File: src/crs_pkg.sv
package crs_pkg;
  // ************************************************
  // condition flag layout
  // ************************************************
  localparam int CC_UPPER_PRIO = 5;
  localparam int CC_HALF       = 4;
  localparam int CC_LOWER_PRIO = 3;
  localparam int CC_NEG        = 2;
  localparam int CC_ZERO       = 1;
  localparam int CC_CARRY      = 0;
  localparam logic [7:0] CC_RESET      = 8'hEA;
  localparam logic [7:0] CC_FIXED_ONES = 8'hC0;
  // ************************************************
  // stack pointer, register reset values and frame lengths
  // ************************************************
  localparam logic [7:0]  SP_PAGE      = 8'h01;
  localparam logic [7:0]  SP_LOW_RESET = 8'hFF;
  localparam logic [15:0] SP_RESET     = 16'h01FF;
  localparam logic [7:0]  PC_RESET     = 8'h00;
  localparam logic [7:0]  DATA_RESET   = 8'h00;
  localparam logic [2:0]  IRQ_FRAME    = 3'h5;
  localparam logic [2:0]  CALL_FRAME   = 3'h2;
  // ************************************************
  // context save order, one byte per push
  // ************************************************
  typedef enum logic [2:0] {
    CRS_CTX_PCL,
    CRS_CTX_PCH,
    CRS_CTX_X,
    CRS_CTX_A,
    CRS_CTX_CC,
    CRS_CTX_NONE
  } crs_ctx_t;
  // ************************************************
  // stack pointer operations
  // ************************************************
  typedef enum logic [2:0] {
    CRS_SP_HOLD,
    CRS_SP_PUSH,
    CRS_SP_POP,
    CRS_SP_REINIT,
    CRS_SP_LOAD
  } crs_spop_t;
endpackage

File: src/crs_stack_ptr.sv
`timescale 1ns/1ps
module crs_stack_ptr (
  // clock and reset
  input  wire logic              clk_i,
  input  wire logic              nrst_i,
  // operation
  input  wire crs_pkg::crs_spop_t op_i,
  input  wire logic [7:0]        load_i,
  // state
  output logic [15:0]            sp_o,
  output logic [15:0]            pop_addr_o
);
  logic [7:0] low_reg;
  logic [7:0] low_next;

  always_comb begin
    low_next = low_reg;
    unique case (op_i)
      crs_pkg::CRS_SP_HOLD:   low_next = low_reg;
      // decrement after write; 8-bit wrap, no overflow flag
      crs_pkg::CRS_SP_PUSH:   low_next = low_reg - 8'h01;
      crs_pkg::CRS_SP_POP:    low_next = low_reg + 8'h01;
      crs_pkg::CRS_SP_REINIT: low_next = crs_pkg::SP_LOW_RESET;
      crs_pkg::CRS_SP_LOAD:   low_next = load_i;
      default:                low_next = low_reg;
    endcase
  end

  always_ff @(posedge clk_i) begin
    if (!nrst_i) begin
      low_reg <= crs_pkg::SP_LOW_RESET;
    end else begin
      low_reg <= low_next;
    end
  end

  // upper byte forced by hardware
  assign sp_o       = {crs_pkg::SP_PAGE, low_reg};
  // pop reads at incremented address
  assign pop_addr_o = {crs_pkg::SP_PAGE, low_reg + 8'h01};

  property p_push_wraps;
    @(posedge clk_i) disable iff (!nrst_i)
      (op_i == crs_pkg::CRS_SP_PUSH && low_reg == 8'h00) |=> low_reg == 8'hFF;
  endproperty
  a_push_wraps: assert property (p_push_wraps) else $error("push did not wrap");
endmodule

File: src/crs_register_set.sv
`timescale 1ns/1ps
// How it works
// - one 8-bit accumulator, written on its enable.
// - two 8-bit index registers; prefix selects the second for one instruction.
// - second index register untouched by interrupt entry and return.
// - 16-bit program counter built from separate low and high bytes.
// - flag byte has bits 7,6 one; priority, half, negative, zero, carry fields.
// - add and add-with-carry set half carry from bit3 carry, else clear.
// - negative flag copies result bit 7 on each result.
// - zero flag set when result is zero, else cleared.
// - carry from arithmetic, set/clear instructions, bit test, shift, rotate.
// - priority bits 10=level0, 01=level1, 00=level2, 11=level3 disabled.
// - interrupt entry loads priority from vector priority; instructions may too.
// - flags pushable, poppable, and individually writable.
// - stack pointer names next free byte; decrement after push, increment before pop.
// - stack page forced; reset or reinit sets low byte, giving 0x01FF.
// - stack pointer wraps both ways silently.
// - interrupt pushes low pc byte first; five bytes, call uses two.
// - stack pointer low byte loadable directly, upper byte fixed.
// - interrupt saves pc, first index, accumulator, flags; return restores them.
module crs_register_set (
  // clock and reset
  input  wire logic        clk_i,
  input  wire logic        nrst_i,
  // data writes from the datapath
  input  wire logic [7:0]  wdata_i,
  input  wire logic        acc_we_i,
  input  wire logic        idx_we_i,
  input  wire logic        prefix_i,
  input  wire logic        pcl_we_i,
  input  wire logic        pch_we_i,
  input  wire logic [15:0] pc_load_i,
  input  wire logic        pc_load_en_i,
  // flag update from alu
  input  wire logic [7:0]  result_i,
  input  wire logic        nz_upd_i,
  input  wire logic        add_i,
  input  wire logic        half_carry_i,
  input  wire logic        carry_upd_i,
  input  wire logic        carry_i,
  input  wire logic        set_carry_instr_i,
  input  wire logic        clear_carry_instr_i,
  input  wire logic        flags_we_i,
  input  wire logic [7:0]  flag_mask_i,
  input  wire logic        prio_we_i,
  input  wire logic [1:0]  prio_i,
  // interrupt entry and return
  input  wire logic        irq_entry_i,
  input  wire logic [1:0]  vector_priority_regs_i,
  input  wire logic        return_from_isr_instr_i,
  input  wire logic        call_i,
  // stack
  input  wire logic        push_i,
  input  wire logic        pop_i,
  input  wire logic [7:0]  pop_data_i,
  input  wire crs_pkg::crs_ctx_t pop_sel_i,
  input  wire logic        stack_pointer_reinit_instr_i,
  input  wire logic        sp_load_i,
  // register outputs
  output logic [7:0]       acc_o,
  output logic [7:0]       idx_x_o,
  output logic [7:0]       idx_y_o,
  output logic [15:0]      pc_o,
  output logic [7:0]       condition_flags_o,
  output logic [1:0]       prio_level_o,
  output logic [15:0]      stack_pointer_o,
  output logic [15:0]      pop_addr_o,
  // stack write port
  output logic             stack_we_o,
  output logic [7:0]       stack_wdata_o,
  output logic             frame_busy_o
);
  logic [7:0] acc_reg, acc_next;
  logic [7:0] x_reg, x_next;
  logic [7:0] y_reg, y_next;
  logic [7:0] pcl_reg, pcl_next;
  logic [7:0] pch_reg, pch_next;
  logic [5:0] cc_reg, cc_next;
  logic [2:0] seq_reg, seq_next;
  logic [2:0] len_reg, len_next;
  // flags as they stood before the priority load, pushed last in the frame
  logic [5:0] cc_save_reg, cc_save_next;
  crs_pkg::crs_spop_t sp_op;
  logic [7:0] cc_full;

  assign cc_full = crs_pkg::CC_FIXED_ONES | {2'b00, cc_reg};

  // ************************************************
  // frame sequencer: irq pushes 5 bytes, call 2
  // ************************************************
  always_comb begin
    seq_next     = seq_reg;
    len_next     = len_reg;
    cc_save_next = cc_save_reg;
    if (seq_reg != 3'h0) begin
      seq_next = seq_reg + 3'h1;
      if (seq_reg == len_reg) begin
        seq_next = 3'h0;
      end
    end else if (irq_entry_i) begin
      seq_next = 3'h1;
      len_next = crs_pkg::IRQ_FRAME;
      // priority is reloaded at entry; return must see the old level
      cc_save_next = cc_reg;
    end else if (call_i) begin
      seq_next = 3'h1;
      len_next = crs_pkg::CALL_FRAME;
    end
  end

  // pcl first, then pch, x, a, flags; y never saved
  always_comb begin
    stack_we_o    = push_i;
    stack_wdata_o = wdata_i;
    if (seq_reg != 3'h0) begin
      stack_we_o = 1'b1;
      unique case (seq_reg)
        3'h1:    stack_wdata_o = pcl_reg;
        3'h2:    stack_wdata_o = pch_reg;
        3'h3:    stack_wdata_o = x_reg;
        3'h4:    stack_wdata_o = acc_reg;
        3'h5:    stack_wdata_o = crs_pkg::CC_FIXED_ONES | {2'b00, cc_save_reg};
        default: stack_wdata_o = 8'h00;
      endcase
    end
  end

  always_comb begin
    if (stack_pointer_reinit_instr_i) sp_op = crs_pkg::CRS_SP_REINIT;
    else if (sp_load_i) sp_op = crs_pkg::CRS_SP_LOAD;
    else if (stack_we_o) sp_op = crs_pkg::CRS_SP_PUSH;
    else if (pop_i) sp_op = crs_pkg::CRS_SP_POP;
    else sp_op = crs_pkg::CRS_SP_HOLD;
  end

  // ************************************************
  // data registers
  // ************************************************
  always_comb begin
    acc_next = acc_reg;
    x_next   = x_reg;
    y_next   = y_reg;
    pcl_next = pcl_reg;
    pch_next = pch_reg;
    if (acc_we_i) acc_next = wdata_i;
    if (idx_we_i && !prefix_i) x_next = wdata_i;
    if (idx_we_i && prefix_i) y_next = wdata_i;
    if (pc_load_en_i) begin
      pcl_next = pc_load_i[7:0];
      pch_next = pc_load_i[15:8];
    end
    if (pcl_we_i) pcl_next = wdata_i;
    if (pch_we_i) pch_next = wdata_i;
    // return pops restore context; y excluded
    if (pop_i) begin
      unique case (pop_sel_i)
        crs_pkg::CRS_CTX_PCL: pcl_next = pop_data_i;
        crs_pkg::CRS_CTX_PCH: pch_next = pop_data_i;
        crs_pkg::CRS_CTX_X:   x_next   = pop_data_i;
        crs_pkg::CRS_CTX_A:   acc_next = pop_data_i;
        default:              ;
      endcase
    end
  end

  // ************************************************
  // condition flags
  // ************************************************
  always_comb begin
    cc_next = cc_reg;
    if (flags_we_i) begin
      cc_next = (cc_reg & ~flag_mask_i[5:0]) | (wdata_i[5:0] & flag_mask_i[5:0]);
    end
    if (nz_upd_i) begin
      cc_next[crs_pkg::CC_NEG]  = result_i[7];
      cc_next[crs_pkg::CC_ZERO] = (result_i == 8'h00);
    end
    if (add_i) cc_next[crs_pkg::CC_HALF] = half_carry_i;
    if (carry_upd_i) cc_next[crs_pkg::CC_CARRY] = carry_i;
    if (set_carry_instr_i) cc_next[crs_pkg::CC_CARRY] = 1'b1;
    if (clear_carry_instr_i) cc_next[crs_pkg::CC_CARRY] = 1'b0;
    if (prio_we_i) begin
      cc_next[crs_pkg::CC_UPPER_PRIO] = prio_i[1];
      cc_next[crs_pkg::CC_LOWER_PRIO] = prio_i[0];
    end
    if (pop_i && pop_sel_i == crs_pkg::CRS_CTX_CC) begin
      cc_next = pop_data_i[5:0];
    end
    if (irq_entry_i && seq_reg == 3'h0) begin
      cc_next[crs_pkg::CC_UPPER_PRIO] = vector_priority_regs_i[1];
      cc_next[crs_pkg::CC_LOWER_PRIO] = vector_priority_regs_i[0];
    end
  end

  // ************************************************
  // registers
  // ************************************************
  always_ff @(posedge clk_i) begin
    if (!nrst_i) begin
      acc_reg <= crs_pkg::DATA_RESET;
      x_reg   <= crs_pkg::DATA_RESET;
      y_reg   <= crs_pkg::DATA_RESET;
      pcl_reg <= crs_pkg::PC_RESET;
      pch_reg <= crs_pkg::PC_RESET;
      cc_reg  <= crs_pkg::CC_RESET[5:0];
      seq_reg <= 3'h0;
      len_reg <= 3'h0;
      cc_save_reg <= crs_pkg::CC_RESET[5:0];
    end else begin
      acc_reg <= acc_next;
      x_reg   <= x_next;
      y_reg   <= y_next;
      pcl_reg <= pcl_next;
      pch_reg <= pch_next;
      cc_reg  <= cc_next;
      seq_reg <= seq_next;
      len_reg <= len_next;
      cc_save_reg <= cc_save_next;
    end
  end

  crs_stack_ptr u_sp (
    .clk_i      (clk_i),
    .nrst_i     (nrst_i),
    .op_i       (sp_op),
    .load_i     (wdata_i),
    .sp_o       (stack_pointer_o),
    .pop_addr_o (pop_addr_o)
  );

  assign acc_o             = acc_reg;
  assign idx_x_o           = x_reg;
  assign idx_y_o           = y_reg;
  assign pc_o              = {pch_reg, pcl_reg};
  assign condition_flags_o = cc_full;
  // level code: 10->0, 01->1, 00->2, 11->3
  assign prio_level_o = {~(cc_reg[crs_pkg::CC_UPPER_PRIO] ^ cc_reg[crs_pkg::CC_LOWER_PRIO]),
                         cc_reg[crs_pkg::CC_LOWER_PRIO]};
  assign frame_busy_o = (seq_reg != 3'h0);

  // ************************************************
  // checks
  // ************************************************
  property p_fixed_ones;
    @(posedge clk_i) disable iff (!nrst_i) condition_flags_o[7:6] == 2'b11;
  endproperty
  a_fixed_ones: assert property (p_fixed_ones) else $error("cc top bits not one");

  property p_neg;
    @(posedge clk_i) disable iff (!nrst_i)
      (nz_upd_i && !pop_i && !flags_we_i) |=> condition_flags_o[2] == $past(result_i[7]);
  endproperty
  a_neg: assert property (p_neg) else $error("negative flag wrong");

  property p_zero;
    @(posedge clk_i) disable iff (!nrst_i)
      (nz_upd_i && !pop_i && !flags_we_i) |=> condition_flags_o[1] == ($past(result_i) == 8'h00);
  endproperty
  a_zero: assert property (p_zero) else $error("zero flag wrong");

  property p_half;
    @(posedge clk_i) disable iff (!nrst_i)
      (add_i && !pop_i && !flags_we_i) |=> condition_flags_o[4] == $past(half_carry_i);
  endproperty
  a_half: assert property (p_half) else $error("half carry wrong");

  property p_scf;
    @(posedge clk_i) disable iff (!nrst_i)
      (set_carry_instr_i && !clear_carry_instr_i && !pop_i) |=> condition_flags_o[0];
  endproperty
  a_scf: assert property (p_scf) else $error("carry not set");

  property p_irq_prio;
    @(posedge clk_i) disable iff (!nrst_i)
      (irq_entry_i && !frame_busy_o) |=> prio_level_o ==
        {~($past(vector_priority_regs_i[1]) ^ $past(vector_priority_regs_i[0])),
         $past(vector_priority_regs_i[0])};
  endproperty
  a_irq_prio: assert property (p_irq_prio) else $error("irq priority not loaded");

  property p_irq_frame;
    @(posedge clk_i) disable iff (!nrst_i)
      (irq_entry_i && !frame_busy_o) |=> stack_we_o [*5] ##1 !frame_busy_o;
  endproperty
  a_irq_frame: assert property (p_irq_frame) else $error("irq frame not five bytes");

  property p_pcl_first;
    @(posedge clk_i) disable iff (!nrst_i)
      (irq_entry_i && !frame_busy_o) |=> stack_wdata_o == $past(pc_o[7:0]);
  endproperty
  a_pcl_first: assert property (p_pcl_first) else $error("pcl not first");

  property p_cc_saved;
    @(posedge clk_i) disable iff (!nrst_i)
      (irq_entry_i && !frame_busy_o) |=> ##4 stack_wdata_o == $past(condition_flags_o, 5);
  endproperty
  a_cc_saved: assert property (p_cc_saved) else $error("saved flags not pre-entry");

  property p_y_kept;
    @(posedge clk_i) disable iff (!nrst_i) !idx_we_i |=> $stable(idx_y_o);
  endproperty
  a_y_kept: assert property (p_y_kept) else $error("y changed");

  property p_sp_push;
    @(posedge clk_i) disable iff (!nrst_i)
      (stack_we_o && !stack_pointer_reinit_instr_i && !sp_load_i) |=>
        stack_pointer_o[7:0] == $past(stack_pointer_o[7:0]) - 8'h01;
  endproperty
  a_sp_push: assert property (p_sp_push) else $error("sp not decremented");

  property p_sp_page;
    @(posedge clk_i) disable iff (!nrst_i) stack_pointer_o[15:8] == 8'h01;
  endproperty
  a_sp_page: assert property (p_sp_page) else $error("sp page wrong");

  c_irq:  cover property (@(posedge clk_i) irq_entry_i && !frame_busy_o);
  c_call: cover property (@(posedge clk_i) call_i && !frame_busy_o && !irq_entry_i);
  c_wrap: cover property (@(posedge clk_i) pop_i && stack_pointer_o[7:0] == 8'hFF);
  c_ret:  cover property (@(posedge clk_i)
    return_from_isr_instr_i && pop_i && pop_sel_i == crs_pkg::CRS_CTX_CC);
endmodule

File: config.mk
export PLATFORM = sky130hd
export DESIGN_NAME = crs_register_set
export DESIGN_NICKNAME = d
export VERILOG_FILES = /design/src/crs_pkg.sv /design/src/crs_stack_ptr.sv /design/src/crs_register_set.sv
export SDC_FILE = /design/constraint.sdc
export NUM_CORES = 1
export LEC_CHECK = 0
export ABC_AREA = 1
export BUFFER_PORTS_ARGS = -buffer_cell sky130_fd_sc_hd__buf_2
export CAP_MARGIN = 20
export CORE_MARGIN = 2
export CORE_UTILIZATION = 46
export DETAILED_ROUTE_END_ITERATION = 16
export PLACE_DENSITY = 0.81
export SLEW_MARGIN = 20
export SYNTH_ARGS = -nofsm -noshare
export SYNTH_HDL_FRONTEND = slang
export SYNTH_SLANG_ARGS = --single-unit
export TNS_END_PERCENT = 100
File: constraint.sdc
create_clock -name clk_i -period 1.6 [get_ports clk_i]
set_input_delay 0.16 -clock clk_i [delete_from_list [all_inputs] [get_ports clk_i]]
set_output_delay 0.16 -clock clk_i [all_outputs]
set_load 0.02 [all_outputs]
; ---- Yosys cells after proc, flatten, opt, wreduce, memory -nomap -nowiden
; Cells that the tools add are included.
[totals]
input_bits = 79
elab_cells = 94
out_inout_bits = 92
reg_bits = 66
[op_classes]
add_sub_neg = 3
eq_ne = 14
n_mux = 39
n_bitwise = 7
reduce_logical = 18
[op_table]
columns = operator, count
row1 = two-way mux 8 bit, 15
row2 = case mux 8 bit (5 select lines), 1
row3 = case mux 8 bit (4 select lines), 1
row4 = two-way mux 3 bit, 8
row5 = == test 3 x 2 -> 1 bit (second input constant), 6
row6 = AND 6 bit, 2
row7 = == test 3 bit (second input constant), 4
row8 = two-way mux 6 bit, 2
row9 = nonzero test 3 bit, 4
row10 = == test 3 x 1 -> 1 bit (second input constant), 3
row11 = two-way mux 1 bit, 9
row12 = adder 8 x 1 -> 8 bit (second input constant), 1
row13 = logical NOT 8 bit, 1
row14 = nonzero test 4 bit, 2
row15 = subtractor 8 x 1 -> 8 bit (second input constant), 1
row16 = logical NOT 3 bit, 2
row17 = two-way mux 2 bit, 3
row18 = NOT 6 bit, 1
row19 = OR 6 bit, 1
row20 = nonzero test 5 bit, 1
row21 = logical AND 1 bit, 4
row22 = AND reduction 2 bit, 2
row23 = adder 3 x 1 -> 3 bit (second input constant), 1
row24 = == test 3 bit, 1
row25 = other kinds (4), 5

; ---- Depth between registers and ports, before layout
[depth]
depth_word = 9
mapped_depth = 10
mapped_depth_nobuf = 10

; ---- By module
; Synthesis repeated with hierarchy kept, for this count alone.
[unflattened]
hier_cells = 687
area_unflattened_um2 = 4307.9
[modules_own_cells]
columns = mod, area_per_inst_um2, instances, seq_area_each_um2, cells_per_inst
row1 = crs_register_set, 3362.0, 1, 1141.1, 523
row2 = crs_stack_ptr, 945.9, 1, 160.2, 164

; ---- Least setup slack after synthesis
; OpenSTA, ideal clock, no wires.
[synth_timing]
kind = reg2out
start = register seq_reg[0]
end = output stack_wdata_o[0]
t_arrival_ns = 1.713
path_stages_with_launch = 8
t_required_ns = 1.440
path_buffers = 1
slack_ns = -0.273
path_cell_list = dfxtp_1 -> inv_1 -> ha_1 -> inv_1 -> nor2_1 -> inv_1 -> clkbuf_1 -> o21ai_0
[synth_between]
word_cells_on_any_way = 8
cone_classes = 5 x eq/ne / 2 x mux / 1 x reduce/logical
[synth_rtl]
columns = element, line
row1 = from (decl), crs_register_set.sv:79  ; logic [2:0] seq_reg, seq_next;
row2 = from (signal assigned), crs_register_set.sv:216  ; seq_reg <= seq_next;
row3 = nonzero test 3 bit, --
row4 = named net frame_busy_o, crs_register_set.sv:71  ; output logic frame_busy_o
row5 = two-way mux 8 bit, crs_register_set.sv:115  ; if (seq_reg != 3'h0) begin
row6 = to (decl), crs_register_set.sv:70  ; output logic [7:0] stack_wdata_o,
; The timed path passes the listed nets, and every way through them passes these cells.

; ---- Final worst setup path
[layout_timing]
start = register seq_reg[1]
end = output stack_wdata_o[0]
[layout_between]
elab_chain_cells = 3
word_cells_on_any_way = 8
cone_classes = 5 x eq/ne / 2 x mux / 1 x reduce/logical
[layout_rtl]
columns = element, line
row1 = == test 3 bit (tied with other cells), crs_register_set.sv:117  ; unique case (seq_reg)
row2 = case mux 8 bit (5 select lines), crs_register_set.sv:117
row3 = two-way mux 8 bit *, crs_register_set.sv:115
; Every way passes the cells marked *; elsewhere a longest branch is shown, timed or not.

==> results.md <==
- # hold bufs at CTS: 0
- P per Cell Area: 911 nW/µm²
- Post-synth top flop: dfxtp_1
- HP Class: input pin to flop
- Setup CP Type: flop to output port
- Fmax: 506 MHz
- Leakage: 2.79 nW
- DR pass1 iterations: 7
- Post-synthesis cell area: 4110 µm²
- Ports: 171
- Drt via density: 5.65
- GRT Total Usage: 0.319
- Setup Skew: 8.21 ps
- Core Region: 8680 µm²
- CP max FO: 5
- Worst Setup Slack, final: -376 ps
- Remaining global-route overflow: 0
- Synth Register Bits: 65
- Top cells by count, synth: nand2_1, o21ai_0, inv_1, dfxtp_1, a21oi_1
- Status: finished with violations
- Via count: 5212
- Clk_lat worst skew: 360 ps
- Post-synthesis cell type count: 35
- Fill count: 740
- CP Capture Type: output port
- Antenna violations before repair: 0
- Cells after synthesis: 638
- Critical path origin: seq_reg[1]
- Fin. Hold Viols: 0
- Ranking of synthesized cells by area: dfxtp_1, nand2_1, o21ai_0
- Maximum vdd drop: 0.458 mV
- CP endpoint: stack_wdata_o[0]
- Die Area: 9700 µm²
- Crit-path leading delay family: buffers and inverters
- Final setup vio count: 24
- CTS Buf Count: 9
- TritonCTS clock tree: built
- Placed Instances: 892
- Worst-case clock buffer depth: 2
- DR WL/cell: 17.5 µm
- Reg clk slew, reported paths: 100 ps
- Avg Inst Size Synth: 6.44 µm²
- Element type at the critical path start: flop
- Chip width: 98.5 µm
- Die H: 98.5 µm
- Maxcap violations: 0
- Final total power: 5.28 mW
- WP data arrival: 1820 ps
- # DRC: 0
- Worst reg2reg path endpoint: u_sp.low_reg[3]
- Max incr delay on CP: 390 ps
- Initial Utilization: 0.473
- Worst R2R Path Depth: 13
- Layout area overhead: 41.2%
- Place WS: -150 ps
- Layout Cells excl Fill: 922
- Area leader, netlist: dfxtp_1
- CTS Root Buffer Type: clkbuf_8
- Tmin final: 1980 ps
- First-pass GRT wire length: 24200 µm
- RSZ-0062 raised after global routing: true
- Maximum number of pins on one net before global-route repair: 47
- Post-synth EDFFs: 0
- Initial DRC count: 418
- Final #Nets: 894
- IO buf count: 149
- Most common cell in the netlist: nand2_1
- Final core occ: 0.668
- Required @ worst endpoint: 1440 ps
- Internal reg-to-reg setup slack: -220 ps
- DP Wirelength: 11400 µm
- Clock Sink Count: 65
- Final Slew Violations: 0
- H-tree depth: 3
- Routability cong.: 0.957
- CP Cell Sequence: inv_4, ha_4, inv_4, nor2_4, clkinvlp_4, o21ai_1, o21ai_1, buf_4
- Failing checks: negative setup slack
- Share of post-route cells with drive strength above 1: 0.355
- Crit path buf inv count: 4
- CP max-delay cell: dfxtp_4
- Seq/Total Area, Yosys: 0.317
- Reg2reg start: seq_reg[1]
- Period utilization: 1.23
- Rows: 34
- Levels on crit path: 8
- Post-route ant nets: 0
- Share of the synthesized area in the top cell type: 0.317
- Vias in the first global route: 4614
- Synth warnings: 0
- Async S/R FF share, synth: 0
- Final wirelength: 16100 µm
through the flow:
stage / hold WS, ps / TNS, ps / cell area [µm²]
finish: 81.3 / -4830 / 5800
global route: 84.3 / -6390 / 5800
CTS: 83.1 / -2580 / 5570
detailed placement: 455 / -1370 / 4990
global placement: 449 / -382 / 4990
floorplan: 288 / -602 / 4170
kinds of logic (layout without fill, tap and decap cells):
logic type,count (synthesis),in the layout,synth area share
AOI/OAI and AO/OA,188,188,0.249
xor gates and xnor gates,8,8,0.0171
adders and majority gates,7,7,0.0213
buffers and inverters,124,283,0.137
DFF,65,65,0.317
other,2,19,0.00183
and+or+nand+nor,244,244,0.257
layer usage:
metal  GRT usage  wire length, µm
met5           0                0
met4       0.120              566
met3      0.0723             1740
met2       0.513             7330
met1       0.420             6460
layout make-up:
type	instances	area (µm²)	share of cell area
timing repair inverter	1	7.51	0.00129
multi-input combinational	465	2620	0.452
timing repair buffer	190	1190	0.205
inverter	76	304	0.0524
clock inverter	7	82.6	0.0142
clock buffer	9	124	0.0214
tap	108	135	0.0233
sequential	65	1330	0.230
antenna	1	2.50	0.000431
worst register-to-register path, stage by stage, from the launching register on:
cell and delay [ps]:
dfxtp_4 410, inv_4 60, ha_4 190, buf_4 140, buf_6 100, buf_6 110, nand3_4 110, buf_6 120
nor2_4 40, nor2_4 200, o21ai_1 100, nand2_1 70, nand2_1 60, nand3_1 60
where the power goes:
| part | internal (mW) | switching, mW | total (mW) |
|---|---|---|---|
| sequential | 1.75 | 0.142 | 1.89 |
| combinational | 0.737 | 1.12 | 1.85 |
| clock | 0.747 | 0.796 | 1.54 |
worst min-delay path by stage:
stage | startpoint | to | slack (ps) | depth (start not counted)
6_report | pop_data_i[6] | acc_o[6] | 80 | 3
5_1_grt | clear_carry_instr_i | cc_reg[0] | 80 | 3
4_1_cts | clear_carry_instr_i | cc_reg[0] | 80 | 3
3_5_place_dp | clear_carry_instr_i | cc_reg[0] | 450 | 3
3_3_place_gp | clear_carry_instr_i | cc_reg[0] | 450 | 3
2_1_floorplan | pop_data_i[2] | acc_o[2] | 290 | 2
repair_timing:
action                     CTS  global route
setup endpoints to repair   28            35
gates cloned                 1             0
resized for setup          105            57
setup buffers                8             5
pin swaps                   13            12
placed cells by master, fill, tap and decap left out, types with 12 or more instances in the layout:
cell type / Yosys / layout
nand2_1: 149 / 137
buf_2: 14 / 135
o21ai_0: 92 / 67
inv_1: 70 / 60
a21oi_1: 58 / 57
dfxtp_1: 65 / 55
nand3_1: 50 / 43
buf_4: 19 / 29
buf_6: 1 / 26
nor2_1: 31 / 24
conb_1: 2 / 18
o21ai_1: 1 / 14
o211ai_1: 13 / 13
o21ai_2: 2 / 12
Note: power is estimated with default switching activity, not from simulation.
